File: src/rtl/astx_pkg.sv
// ****************************************************************
// Shared constants and types of the asynchronous serial transceiver
// ****************************************************************
package astx_pkg;

  // Register indices on the plain register port
  localparam logic [2:0] ASTX_IDX_BAUD = 3'h0; // Baud divisor
  localparam logic [2:0] ASTX_IDX_TRANSMIT_STATUS_CONTROL = 3'h1; // Transmit status/control
  localparam logic [2:0] ASTX_IDX_RECEIVE_STATUS_CONTROL = 3'h2; // Receive status/control
  localparam logic [2:0] ASTX_IDX_TXBUF = 3'h3; // Transmit buffer
  localparam logic [2:0] ASTX_IDX_RCBUF = 3'h4; // Receive buffer
  localparam logic [2:0] ASTX_IDX_FLAGS = 3'h5; // Peripheral flags 1
  localparam logic [2:0] ASTX_IDX_ENABLES = 3'h6; // Peripheral enables 1

  // Transmit status/control field positions
  localparam int ASTX_TX_CSRC = 7; // Clock source (stored only)
  localparam int ASTX_TX_NINE = 6; // Nine-bit transmit select
  localparam int ASTX_TX_EN = 5; // Transmit enable
  localparam int ASTX_TX_SYNC = 4; // Synchronous mode select
  localparam int ASTX_TX_HIGH_SPEED_SELECT = 2; // High speed select
  localparam int ASTX_TX_TX_SHIFTER_EMPTY = 1; // Shifter empty, read only
  localparam int ASTX_TX_NINTH = 0; // Ninth transmit bit

  // Receive status/control field positions
  localparam int ASTX_RC_PORT_ENABLE = 7; // Port enable
  localparam int ASTX_RC_NINE = 6; // Nine-bit receive select
  localparam int ASTX_RC_SREN = 5; // Single receive (stored only)
  localparam int ASTX_RC_CONTINUOUS_RX_ENABLE = 4; // Continuous receive enable
  localparam int ASTX_RC_FRAMING_ERROR_FLAG = 2; // Framing error, read only
  localparam int ASTX_RC_OVERRUN_ERROR_FLAG = 1; // Overrun error, read only
  localparam int ASTX_RC_NINTH = 0; // Received ninth bit, read only

  // Peripheral flag and enable field positions
  localparam int ASTX_PF_RX = 5; // Receive complete
  localparam int ASTX_PF_TX = 4; // Transmit buffer empty

  // Values after reset
  localparam logic [7:0] ASTX_TRANSMIT_STATUS_CONTROL_RESET = 8'h02;
  localparam logic [7:0] ASTX_REG_RESET = 8'h00;

  // Bit timing counts in baud ticks
  localparam logic [3:0] ASTX_TICKS_LAST = 4'hf; // Sixteen ticks per bit
  localparam logic [3:0] ASTX_TICKS_MID = 4'h7; // Middle of start bit
  localparam logic [3:0] ASTX_LAST_BIT8 = 4'h7; // Last index, eight bits
  localparam logic [3:0] ASTX_LAST_BIT9 = 4'h8; // Last index, nine bits
  localparam logic [1:0] ASTX_PRE_LAST = 2'h3; // Low speed prescale

  // Transmitter and receiver sequencer states
  typedef enum logic [1:0] {TX_IDLE, TX_START, TX_DATA, TX_STOP} astx_tx_state_t;
  typedef enum logic [1:0] {RX_IDLE, RX_START, RX_DATA, RX_STOP} astx_rx_state_t;

  // One request on the register port
  typedef struct packed {
    logic [2:0] addr;
    logic [7:0] wdata;
    logic wr;
    logic rd;
  } astx_bus_req_t;

  // All state of the transceiver
  typedef struct packed {
    logic [7:0] divisor;
    logic high_speed_select, sync, tx_enable, tx9, tx_ninth_bit, csrc;
    logic port_enable, rx9, sren, continuous_rx_enable;
    logic [7:0] pie;
    logic [7:0] txbuf;
    logic txbuf_full, tx_buffer_empty_flag;
    astx_tx_state_t tx_state;
    logic [8:0] tx_shift;
    logic [3:0] tx_cnt, tx_bit;
    logic tx_line;
    logic [7:0] brg_cnt;
    logic [1:0] pre_cnt;
    logic rx_s1, rx_s2, rx_s3, rx_line;
    astx_rx_state_t rx_state;
    logic [8:0] rx_shift;
    logic [3:0] rx_cnt, rx_bit;
    logic [7:0] rcbuf;
    logic rx_ninth_bit, framing_error_flag, overrun_error_flag, rx_complete_flag;
    logic [7:0] rd_data;
    logic tx_irq, rx_irq;
  } astx_state_t;

endpackage

File: src/rtl/astx_transceiver.sv
// Function
// - Start, eight or nine data, one stop
// - Eight-bit divisor register sets bit timing
// - Data bits travel least significant first
// - Independent directions and data lengths, shared framing and rate
// - High speed select picks x16 or x64
// - No hardware parity; ninth bit carries it
// - Sleep halts all transmit and receive
// - Synchronous select clear means asynchronous mode
// - Shifter reloads only after stop, then immediately
// - Buffer-to-shifter move sets buffer-empty flag
// - Buffer-empty flag ignores clears; buffer write clears
// - Read-only shifter-empty bit, no interrupt
// - Transmit shifter has no register address
// - Setting transmit enable sets buffer-empty flag
// - Ninth transmit bit comes from its field
// - Buffer write after enable starts transmission
// - Receiver samples pin at sixteen per bit
// - Each received character sets receive-complete flag
// - Low eight received bits read from buffer
// - Clearing continuous receive clears overrun error
`timescale 1ns/1ps
`default_nettype none

module astx_transceiver import astx_pkg::*; (
  // Clock and reset
  input wire logic clock,
  input wire logic reset,
  // Register port
  input wire astx_bus_req_t bus_req,
  output logic [7:0] rd_data,
  // Power state
  input wire logic sleep,
  // Serial pins
  input wire logic receive_pin,
  output logic transmit_pin,
  // Flag requests towards the interrupt controller
  output logic tx_irq,
  output logic rx_irq
);

  // ****************************************************************
  // State and decode
  // ****************************************************************
  astx_state_t st_reg; // Every flip-flop of the block outside the checks
  astx_state_t st_next; // Next value of the whole state
  logic tick; // One baud tick, sixteen per bit
  logic async_on; // Port enabled in asynchronous mode
  logic rx_done; // A character has just finished
  logic rx_keep; // Receive buffer is free for it
  logic rd_rcbuf; // Software reads the receive buffer
  logic [3:0] tx_last; // Last data bit index of transmit
  logic [3:0] rx_last; // Last data bit index of receive
  logic [7:0] transmit_status_control_view; // Transmit status/control as read
  logic [7:0] receive_status_control_view; // Receive status/control as read

  assign rd_data = st_reg.rd_data;
  assign transmit_pin = st_reg.tx_line;
  assign tx_irq = st_reg.tx_irq;
  assign rx_irq = st_reg.rx_irq;

  // ****************************************************************
  // Next state
  // ****************************************************************
  // Order matters: reads before the receiver so a completion in the read cycle is kept,
  // engines next, register writes last so software has the final word.
  always_comb begin
    st_next = st_reg;
    st_next.rd_data = 8'h00;
    tick = 1'b0;
    rx_done = 1'b0;
    async_on = st_reg.port_enable & ~st_reg.sync;
    rd_rcbuf = bus_req.rd && (bus_req.addr == ASTX_IDX_RCBUF);
    rx_keep = ~st_reg.rx_complete_flag | rd_rcbuf;
    tx_last = st_reg.tx9 ? ASTX_LAST_BIT9 : ASTX_LAST_BIT8;
    rx_last = st_reg.rx9 ? ASTX_LAST_BIT9 : ASTX_LAST_BIT8;
    // Shifter empty is live state, never a stored bit
    transmit_status_control_view = {st_reg.csrc, st_reg.tx9, st_reg.tx_enable, st_reg.sync, 1'b0,
                  st_reg.high_speed_select, st_reg.tx_state == TX_IDLE, st_reg.tx_ninth_bit};
    receive_status_control_view = {st_reg.port_enable, st_reg.rx9, st_reg.sren, st_reg.continuous_rx_enable, 1'b0,
                  st_reg.framing_error_flag, st_reg.overrun_error_flag, st_reg.rx_ninth_bit};

    // Baud generator: divisor+1 clocks per tick, four times that at low speed
    if (!async_on) begin
      st_next.brg_cnt = 8'h00;
      st_next.pre_cnt = 2'h0;
    end else if (!sleep) begin
      if (st_reg.brg_cnt == 8'h00) begin
        st_next.brg_cnt = st_reg.divisor;
        st_next.pre_cnt = st_reg.pre_cnt + 2'h1;
        tick = st_reg.high_speed_select | (st_reg.pre_cnt == ASTX_PRE_LAST);
      end else begin
        st_next.brg_cnt = st_reg.brg_cnt - 8'h01;
      end
    end

    // Pin synchroniser; the filtered level moves once stages two and three agree
    st_next.rx_s1 = receive_pin;
    st_next.rx_s2 = st_reg.rx_s1;
    st_next.rx_s3 = st_reg.rx_s2;
    if (st_reg.rx_s2 == st_reg.rx_s3) begin
      st_next.rx_line = st_reg.rx_s3;
    end

    // Register reads, with their side effects
    if (bus_req.rd) begin
      case (bus_req.addr)
        ASTX_IDX_BAUD: st_next.rd_data = st_reg.divisor;
        ASTX_IDX_TRANSMIT_STATUS_CONTROL: st_next.rd_data = transmit_status_control_view;
        ASTX_IDX_RECEIVE_STATUS_CONTROL: st_next.rd_data = receive_status_control_view;
        ASTX_IDX_TXBUF: st_next.rd_data = st_reg.txbuf;
        ASTX_IDX_RCBUF: begin
          st_next.rd_data = st_reg.rcbuf;
          st_next.rx_complete_flag = 1'b0;
        end
        ASTX_IDX_FLAGS: begin
          st_next.rd_data = 8'h00;
          st_next.rd_data[ASTX_PF_RX] = st_reg.rx_complete_flag;
          st_next.rd_data[ASTX_PF_TX] = st_reg.tx_buffer_empty_flag;
        end
        ASTX_IDX_ENABLES: st_next.rd_data = st_reg.pie;
        default: st_next.rd_data = 8'h00; // Unmapped reads as zero
      endcase
    end

    // Receiver: 16x oversampling sequencer, runs apart from the transmitter
    if (!async_on || !st_reg.continuous_rx_enable) begin
      st_next.rx_state = RX_IDLE;
      st_next.overrun_error_flag = 1'b0;
    end else if (!sleep && tick && !st_reg.overrun_error_flag) begin
      // An overrun freezes reception until continuous receive is cleared
      st_next.rx_cnt = st_reg.rx_cnt + 4'h1;
      case (st_reg.rx_state)
        RX_IDLE: begin
          // A low line seen on a tick while idle marks a start bit
          if (!st_reg.rx_line) begin
            st_next.rx_state = RX_START;
            st_next.rx_cnt = 4'h0;
          end
        end
        RX_START: begin
          // Recheck mid start bit so a glitch is not taken as a frame
          if (st_reg.rx_cnt == ASTX_TICKS_MID) begin
            st_next.rx_cnt = 4'h0;
            st_next.rx_bit = 4'h0;
            st_next.rx_state = st_reg.rx_line ? RX_IDLE : RX_DATA;
          end
        end
        RX_DATA: begin
          if (st_reg.rx_cnt == ASTX_TICKS_LAST) begin
            st_next.rx_shift = {st_reg.rx_line, st_reg.rx_shift[8:1]};
            st_next.rx_bit = st_reg.rx_bit + 4'h1;
            if (st_reg.rx_bit == rx_last) begin
              st_next.rx_state = RX_STOP;
            end
          end
        end
        RX_STOP: begin
          if (st_reg.rx_cnt == ASTX_TICKS_LAST) begin
            st_next.rx_state = RX_IDLE;
            rx_done = 1'b1;
          end
        end
        default: st_next.rx_state = RX_IDLE;
      endcase
    end

    // Character complete: deliver it, or flag overrun if still unread
    if (rx_done) begin
      if (rx_keep) begin
        st_next.rcbuf = st_reg.rx9 ? st_reg.rx_shift[7:0] : st_reg.rx_shift[8:1];
        st_next.rx_ninth_bit = st_reg.rx9 & st_reg.rx_shift[8];
        st_next.framing_error_flag = ~st_reg.rx_line;
        st_next.rx_complete_flag = 1'b1;
      end else begin
        st_next.overrun_error_flag = 1'b1;
      end
    end

    // Transmitter: buffer feeds the shifter only when the shifter is idle
    if (!async_on || !st_reg.tx_enable) begin
      st_next.tx_state = TX_IDLE;
      st_next.tx_line = 1'b1;
    end else if (st_reg.tx_state == TX_IDLE) begin
      // Loads in the cycle after the stop bit ends, if a character waits
      if (st_reg.txbuf_full && !sleep) begin
        st_next.tx_shift = {st_reg.tx_ninth_bit, st_reg.txbuf};
        st_next.txbuf_full = 1'b0;
        st_next.tx_buffer_empty_flag = 1'b1;
        st_next.tx_state = TX_START;
        st_next.tx_cnt = 4'h0;
        st_next.tx_line = 1'b0;
      end
    end else if (!sleep && tick) begin
      st_next.tx_cnt = st_reg.tx_cnt + 4'h1;
      if (st_reg.tx_cnt == ASTX_TICKS_LAST) begin
        case (st_reg.tx_state)
          TX_START: begin
            st_next.tx_state = TX_DATA;
            st_next.tx_bit = 4'h0;
            st_next.tx_line = st_reg.tx_shift[0];
          end
          TX_DATA: begin
            if (st_reg.tx_bit == tx_last) begin
              st_next.tx_state = TX_STOP;
              st_next.tx_line = 1'b1;
            end else begin
              st_next.tx_bit = st_reg.tx_bit + 4'h1;
              st_next.tx_shift = {1'b0, st_reg.tx_shift[8:1]};
              st_next.tx_line = st_reg.tx_shift[1];
            end
          end
          TX_STOP: st_next.tx_state = TX_IDLE;
          default: st_next.tx_state = TX_IDLE;
        endcase
      end
    end

    // Register writes; the shifter itself has no address
    if (bus_req.wr) begin
      case (bus_req.addr)
        ASTX_IDX_BAUD: st_next.divisor = bus_req.wdata;
        ASTX_IDX_TRANSMIT_STATUS_CONTROL: begin
          st_next.csrc = bus_req.wdata[ASTX_TX_CSRC];
          st_next.tx9 = bus_req.wdata[ASTX_TX_NINE];
          st_next.tx_enable = bus_req.wdata[ASTX_TX_EN];
          st_next.sync = bus_req.wdata[ASTX_TX_SYNC];
          st_next.high_speed_select = bus_req.wdata[ASTX_TX_HIGH_SPEED_SELECT];
          st_next.tx_ninth_bit = bus_req.wdata[ASTX_TX_NINTH];
          if (bus_req.wdata[ASTX_TX_EN] && !st_reg.tx_enable) begin
            st_next.tx_buffer_empty_flag = 1'b1;
          end
        end
        ASTX_IDX_RECEIVE_STATUS_CONTROL: begin
          st_next.port_enable = bus_req.wdata[ASTX_RC_PORT_ENABLE];
          st_next.rx9 = bus_req.wdata[ASTX_RC_NINE];
          st_next.sren = bus_req.wdata[ASTX_RC_SREN];
          st_next.continuous_rx_enable = bus_req.wdata[ASTX_RC_CONTINUOUS_RX_ENABLE];
          if (!bus_req.wdata[ASTX_RC_CONTINUOUS_RX_ENABLE]) begin
            st_next.overrun_error_flag = 1'b0;
          end
        end
        ASTX_IDX_TXBUF: begin
          // New data makes the buffer full again, so the flag drops
          st_next.txbuf = bus_req.wdata;
          st_next.txbuf_full = 1'b1;
          st_next.tx_buffer_empty_flag = 1'b0;
        end
        ASTX_IDX_ENABLES: st_next.pie = bus_req.wdata;
        default: st_next.pie = st_next.pie; // Flags are read only
      endcase
    end

    // Flag requests follow the flags and their enables
    st_next.tx_irq = st_next.tx_buffer_empty_flag & st_next.pie[ASTX_PF_TX];
    st_next.rx_irq = st_next.rx_complete_flag & st_next.pie[ASTX_PF_RX];
  end

  // ****************************************************************
  // State register
  // ****************************************************************
  // Idle lines and the synchroniser reset high so no false start is seen
  always_ff @(posedge clock) begin
    if (reset) begin
      st_reg <= '0;
      st_reg.tx_line <= 1'b1;
      st_reg.rx_s1 <= 1'b1;
      st_reg.rx_s2 <= 1'b1;
      st_reg.rx_s3 <= 1'b1;
      st_reg.rx_line <= 1'b1;
    end else begin
      st_reg <= st_next;
    end
  end

  // ****************************************************************
  // Checks
  // ****************************************************************
  logic [10:0] gap_cnt; // Clocks since the last tick
  logic gap_ok; // Settings unchanged since the last tick
  logic [10:0] gap_want; // Expected clocks between ticks

  assign gap_want = (11'(st_reg.divisor) + 11'h001) * (st_reg.high_speed_select ? 11'h001 : 11'h004);

  // Measures tick spacing while the rate settings stand still
  always_ff @(posedge clock) begin
    if (reset || sleep || !async_on || (bus_req.wr && bus_req.addr <= ASTX_IDX_TRANSMIT_STATUS_CONTROL)) begin
      gap_cnt <= 11'h000;
      gap_ok <= 1'b0;
    end else if (tick) begin
      gap_cnt <= 11'h001;
      gap_ok <= 1'b1;
    end else begin
      gap_cnt <= gap_cnt + 11'h001;
    end
  end

  a_baud_tick_gap: assert property (@(posedge clock) disable iff (reset)
    tick && gap_ok && gap_cnt != 11'h000 |-> gap_cnt == gap_want)
    else $error("baud tick spacing wrong");
  a_txbuf_write_clears: assert property (@(posedge clock) disable iff (reset)
    bus_req.wr && bus_req.addr == ASTX_IDX_TXBUF |=> !st_reg.tx_buffer_empty_flag && st_reg.txbuf_full)
    else $error("buffer write did not clear empty flag");
  a_tx_buffer_empty_flag_no_sw_clear: assert property (@(posedge clock) disable iff (reset)
    st_reg.tx_buffer_empty_flag && !(bus_req.wr && bus_req.addr == ASTX_IDX_TXBUF) |=> st_reg.tx_buffer_empty_flag)
    else $error("empty flag dropped without a buffer write");
  a_tx_enable_sets_flag: assert property (@(posedge clock) disable iff (reset)
    bus_req.wr && bus_req.addr == ASTX_IDX_TRANSMIT_STATUS_CONTROL && bus_req.wdata[ASTX_TX_EN] && !st_reg.tx_enable
      |=> st_reg.tx_buffer_empty_flag)
    else $error("enable did not set empty flag");
  a_load_sets_flag: assert property (@(posedge clock) disable iff (reset)
    st_reg.tx_state == TX_IDLE && st_reg.txbuf_full && async_on && st_reg.tx_enable && !sleep
      && !bus_req.wr |=> st_reg.tx_state == TX_START && st_reg.tx_buffer_empty_flag)
    else $error("shifter load did not set empty flag");
  a_start_low_stop_high: assert property (@(posedge clock) disable iff (reset)
    (st_reg.tx_state == TX_START |-> !transmit_pin)
      and (st_reg.tx_state == TX_STOP |-> transmit_pin))
    else $error("start or stop level wrong on line");
  a_sleep_freezes: assert property (@(posedge clock) disable iff (reset)
    sleep && !bus_req.wr |=> $stable(st_reg.tx_state) && $stable(st_reg.rx_state))
    else $error("activity during sleep");
  a_rx_complete_flag: assert property (@(posedge clock) disable iff (reset)
    rx_done && rx_keep && !bus_req.wr |=> st_reg.rx_complete_flag && rx_irq == st_reg.pie[ASTX_PF_RX])
    else $error("completion did not set receive flag");
  a_overrun_flag: assert property (@(posedge clock) disable iff (reset)
    rx_done && !rx_keep && !bus_req.wr |=> st_reg.overrun_error_flag [*2])
    else $error("overrun not flagged");
  a_continuous_rx_enable_clears_err: assert property (@(posedge clock) disable iff (reset)
    bus_req.wr && bus_req.addr == ASTX_IDX_RECEIVE_STATUS_CONTROL && !bus_req.wdata[ASTX_RC_CONTINUOUS_RX_ENABLE]
      |=> !st_reg.overrun_error_flag)
    else $error("clearing receive enable kept overrun");

endmodule // astx_transceiver

`default_nettype wire

File: config.mk
export PLATFORM = sky130hd
export DESIGN_NAME = astx_transceiver
export DESIGN_NICKNAME = d
export VERILOG_FILES = /design/src/rtl/astx_pkg.sv /design/src/rtl/astx_transceiver.sv
export SDC_FILE = /design/constraint.sdc
export NUM_CORES = 1
export LEC_CHECK = 0
export BUFFER_PORTS_ARGS = -buffer_cell sky130_fd_sc_hd__buf_2
export CAP_MARGIN = 20
export CORE_MARGIN = 10
export CORE_UTILIZATION = 39
export DETAILED_ROUTE_END_ITERATION = 7
export PLACE_DENSITY = 0.6
export RECOVER_POWER = 50
export SYNTH_ARGS = -nofsm -noshare
export SYNTH_HDL_FRONTEND = slang
export SYNTH_SLANG_ARGS = --single-unit
File: constraint.sdc
create_clock -name clock -period 2.5 [get_ports clock]
set_input_delay 0.5 -clock clock [delete_from_list [all_inputs] [get_ports clock]]
set_output_delay 0.5 -clock clock [all_outputs]
set_load 0.02 [all_outputs]
After elaboration in Yosys (flattened, before gate mapping)
Cells that the tools add are included.
{ "op_classes": {"addsub": 6, "multipliers": 0, "div_mod_pow": 0, "order_cmp": 0, "n_eq_ne": 27, "n_shift": 0, "n_mux": 54, "n_bitwise": 15, "n_reduce_logical": 42} }
{ "op_table": {"columns": ["op", "count"], "rows": [
  ["8-bit case mux with 7 select lines", 1],
  ["9-bit two-way mux", 4],
  ["8-bit two-way mux", 3],
  ["11-bit two-way mux", 2],
  ["20-bit two-way mux", 1],
  ["4-bit two-way mux", 5],
  ["1-bit two-way mux", 18],
  ["2-bit two-way mux", 9],
  ["6-bit AND reduction", 3],
  ["17-bit two-way mux", 1],
  ["4-bit by 1-bit adder with 4-bit output (second input constant)", 4],
  ["16-bit two-way mux", 1],
  ["4-bit case mux with 2 select lines", 2],
  ["2-bit AND reduction", 8],
  ["15-bit two-way mux", 1],
  ["2-bit != test (second input constant)", 7],
  ["4-bit AND reduction", 3],
  ["5-bit case mux with 2 select lines", 1],
  ["2-bit nonzero test", 5],
  ["3-bit == test (second input constant)", 3],
  ["1-bit NOT", 9],
  ["2-bit == test (second input constant)", 4],
  ["4-bit == test", 2],
  ["4-bit == test (second input constant)", 2],
  ["26 further kinds", 45]
]} }
{ "totals": {"reg_bits": 111, "latchBits": 0, "mem_bits_rw": 0, "romBits": 0, "input_bits": 17, "out_inout_bits": 11, "wordCells": 183, "mem_count": 0} }

Depth between registers and ports, before layout
{ "logic_depth": {"word_depth": 13, "mapped_depth": 9, "ltp_nobuf": 7} }

Worst setup path after synthesis
No wires, ideal clock.
{ "synth_path": {"path_type": "reg-to-reg", "startpoint": "reg st_reg[47] (netlist bit)", "endpoint": "reg st_reg[22] (netlist bit)", "setup_ps": 70, "t_arrival_ps": 2523, "required_time_ps": 2430, "path_slack_ps": -93, "stages_incl_launch_ff": 9, "period_less_slack_ps": 2593, "path_cell_list": "dfxtp_1 -> inv_1 -> ha_1 -> or4b_4 -> buf_6 -> or4_4 -> or3_4 -> or3_1 -> a21oi_1"} }
{ "synth_between": {"elab_chain_len": 7} }
{ "synth_rtl": {"columns": ["element", "line_no", "source"], "rows": [
  ["start, declared", "astx_transceiver.sv:45", "astx_state_t st_reg;"],
  ["start signal, assigned", "astx_transceiver.sv:272", "st_reg <= st_next;"],
  ["8-bit logical NOT", "astx_transceiver.sv:88", "if (st_reg.brg_cnt == 8'h00) begin"],
  ["1-bit two-way mux", "astx_transceiver.sv:88", null],
  ["1-bit two-way mux", "astx_transceiver.sv:87", "end else if (!sleep) begin"],
  ["1-bit two-way mux", "astx_transceiver.sv:84", "if (!async_on) begin"],
  ["1-bit logical AND (2 in series)", "astx_transceiver.sv:130", "end else if (!sleep && tick && !st_reg.overrun_error_flag) begin"],
  ["5-bit AND reduction (no source line)", null, null]
]} }
No other way between the ends.
A chain may end at the register's enable or synchronous reset.

Worst setup path in the final report
{ "layout_path": {"startpoint": "reg st_reg[47] (netlist bit)", "endpoint": "reg st_reg, in the netlist transmit_pin"} }
{ "layout_between": {"elab_chain_len": 7} }
{ "layout_rtl": {"columns": ["element", "line_no", "source"], "rows": [
  ["8-bit logical NOT", "astx_transceiver.sv:88", null],
  ["1-bit two-way mux", "astx_transceiver.sv:88", null],
  ["1-bit two-way mux", "astx_transceiver.sv:87", null],
  ["1-bit two-way mux", "astx_transceiver.sv:84", null],
  ["1-bit logical AND", "astx_transceiver.sv:194", "end else if (!sleep && tick) begin"],
  ["2-bit nonzero test (no source line)", null, null],
  ["4-bit AND reduction (no source line)", null, null]
]} }
No other way between the ends.

==> run_results.csv <==
group,metric,value,unit
outcome,outcome,"finished, violations left",
outcome,violations,"max-capacitance violations, max-slew violations",
setup_path,reg2reg_depth,9,
global_route,antenna_found_initial,0,
final_layout,fin_util,46.5,%
clock_network,htree_levels,3,
clock_network,clock_path_buffers,2,
power_and_ir_drop,p_switching,0.797,mW
floorplanning,core_area,13400,um2
synthesis,synth_compound_area_share,15.6,%
synthesis,yosys_warnings,0,
timing,worst_slew_pin_slew,1.63,ns
timing,whs,0.316,ns
placed_design,gp_congestion,0.836,
job,drv_cap,1,
final_layout,final_cell_mix,"110 x dfxtp_1, 76 x nand2_1, 67 x nor2_1, 63 x a21oi_1, 36 x mux2i_1",
synthesis,synthAdderAreaFrac,3.24,%
min_path,hold_depth,2,
timing,setup_viol,0,
floorplanning,die_y,138,um
power_and_ir_drop,p_int,2.84,mW
setup_path,cp_max_fo,4,
placed_design,dp.cells,832,
route,vias,4720,
clock_network,numCtsBuffers,9,
synthesis,ys_seq_elements,111,
timing,max_freq,412,MHz
synthesis,synth_area_leaders,"dfxtp_1 41%, mux2i_1 6.7%, a21oi_1 6.1%",
global_route,overflow,0,
synthesis,ys_types,54,
setup_path,timing.rr.end,"transmit_pin",
synthesis,synth_top_family_by_area,"simple AND/OR/NAND/NOR gates",
timing,period_share,97.2,%
synthesis,avgSynthCellArea,8.54,um2
power_and_ir_drop,switching_share,21.9,%
synthesis,synth_top_area_share,41.1,%
power_and_ir_drop,comb_power_share,4.7,%
min_path,holdCritPathClass,"in2reg",
route,drc,0,
route,ant_nets,0,
floorplanning,start_util,40.3,%
route,dr.pass1.iters,5,
power_and_ir_drop,power_leakage,2.33,nW
final_layout,final_cell_count_no_fill,848,
route,drt_wl_total,14.2,mm
final_layout,fillers,1329,
final_layout,nets,698,
setup_path,critPathKind,"reg2reg",
clock_network,clk_pin_slew,0.07,ns
floorplanning,die-area,19000,um2
clock_network,clk_latency,0.36,ns
synthesis,synthMuxAreaShare,12.1,%
timing,fin_setup_tns,0,ns
final_layout,largest_register_ffs,91,
synthesis,syn_inst,633,
placed_design,hpwl,10.2,mm
timing,hold_viol_final,0,
floorplanning,pin_count,28,
route,wl_per_cell,16.7,um
synthesis,syn-num-nets,664,
synthesis,synthArstFlopShare,0,%
setup_path,critPathLaunchType,"flip-flop",
synthesis,synth_xor_area_share,0.162,%
route,vias_per_cell,5.57,
timing,skew,0.00492,ns
final_layout,drive_above_1_share,16.1,%
setup_path,end_kind,"flip-flop",
final_layout,syn_to_final_growth,15.4,%
global_route,grt.total_usage,15.2,%
setup_path,critPathLaunch,"st_reg[47]",
synthesis,synth_edf_count,0,
setup_path,worstPathRequired,2.73,ns
timing,maxSlewHeadroom,-8.77,%
clock_network,clock-sinks,111,
power_and_ir_drop,clkPwrFrac,46.0,%
synthesis,synth_flop_cell,"dfxtp_1",
setup_path,r2r-start,"st_reg[47]",
timing,min_period,2.43,ns
clock_network,cts_setup_buffers,0,
floorplanning,fp-row-count,42,
timing,setup_slack,0.0701,ns
global_route,grt_max_degree,37,
final_layout,mostFrequentLayoutCell,"dfxtp_1",
clock_network,tritoncts,"built",
power_and_ir_drop,pwr_density_cell,584,nW/um2
synthesis,synth-seq-area-share,41.1,%
power_and_ir_drop,irDropWorstVdd,0.000401,V
global_route,grt_pass1_wl,22.7,mm
min_path,hold-path-endpoint,"st_next[43]",
synthesis,synth_area,5400,um2
synthesis,yosys.area_share.simple,23.0,%
min_path,min_from,"receive_pin",
route,drt_iter0_markers,400,
setup_path,r2r_slack,0.07,ns
floorplanning,die_w,138,um
synthesis,synth_top_area_cell,"dfxtp_1",
power_and_ir_drop,seq_power_share,49.3,%
clock_network,cts_root_buffer,"clkbuf_16",
clock_network,cts_hold_buf,0,
global_route,grt_pass1_vias,4430,
placed_design,port_buffers,27,
setup_path,worst_ep_arrival_time,2.66,ns
timing,finalMaxSlewViolations,37,
final_layout,diodes,0,
placed_design,place_worst_setup_slack,-0.160,ns
power by group through the flow:
stage                     registers (mW)  clock network, mW  logic, mW
final                               1.80               1.68      0.170
after global routing                1.80               1.78      0.185
after detailed placement            1.84                  0      0.170
after floorplan                     1.83                  0      0.108
after global placement              1.84                  0      0.167
after CTS                           1.80               1.71      0.171
through the flow:
| step | total power, mW | cell area [um2] |
|---|---|---|
| final | 3.64 | 6230 |
| after global routing | 3.76 | 6230 |
| after CTS | 3.68 | 6210 |
| after detailed placement | 2.01 | 5850 |
| after global placement | 2.00 | 5850 |
| after floorplan | 1.94 | 5410 |
worst max path at each step:
stage	cells after the start	slack, ns	end
after global routing	9	-0.001	transmit_pin
after global placement	8	-0.09	st_reg[58]
after CTS	8	0.01	st_reg[23]
after floorplan	8	0.009	st_reg[22]
after detailed placement	8	-0.16	st_reg[58]
final	9	0.07	transmit_pin
repair_timing:
item | in CTS | in global routing
endpoints found under the setup margin | 10 | 18
pin swaps | 0 | 3
resized for setup | 2 | 11
cell usage after synthesis (3+ instances only):
library cell  instances
a21oi_1              66
nor3_1               13
inv_1                17
or4_1                 6
dfxtp_1             111
a22oi_1               7
nand4_1               4
o32ai_1               3
o22ai_1               3
buf_4                 8
mux2i_1              36
or2_2                 4
mux4_2                6
ha_1                 14
a32oi_1               8
o31ai_1               3
or3_1                14
nand2_1              77
o21ai_0              27
and3_1                6
clkbuf_1             31
mux2_2               14
nand3_1              18
a31oi_1               5
nand3b_1              7
nor2_1               67
nor2b_1               7
a2bb2oi_1             3
and2_1                3
nand4b_1              4
nand2b_1             12
per-layer routing:
layer  vias to the layer above  GRT usage [%]  part of all wire (%)
met5                         -              0                     0
met4                         0           4.35                  0.99
met3                        14           3.61                   5.7
met2                       127           24.3                    48
met1                      2261           19.8                    45
li1                       2318              -                     -
area by class of cell:
type | count | area [um2] | share of cell area (%)
repair buffers | 65 | 394 | 6.32
clock inverters | 6 | 108 | 1.73
multi-input cells | 463 | 2990 | 47.9
inverters | 17 | 63.8 | 1.02
clock buffers | 10 | 239 | 3.83
flip-flops and latches | 111 | 2220 | 35.7
well taps | 176 | 220 | 3.53
cell families after synthesis:
group,Yosys count
compound gates,140
fa+ha+maj,14
xor+xnor,1
simple gates,252
buf+inv,59
flops,111
mux,56
critical path, cell delays in order, from the launching register on:
cell      delay (ns)
dfxtp_2         0.32
inv_2           0.07
ha_4            0.14
or4b_4          0.51
nor4_2          0.30
buf_4           0.17
buf_4           0.12
nand2_1         0.11
buf_4           0.16
o311ai_0        0.39
Power figures use the tool's default switching activity.
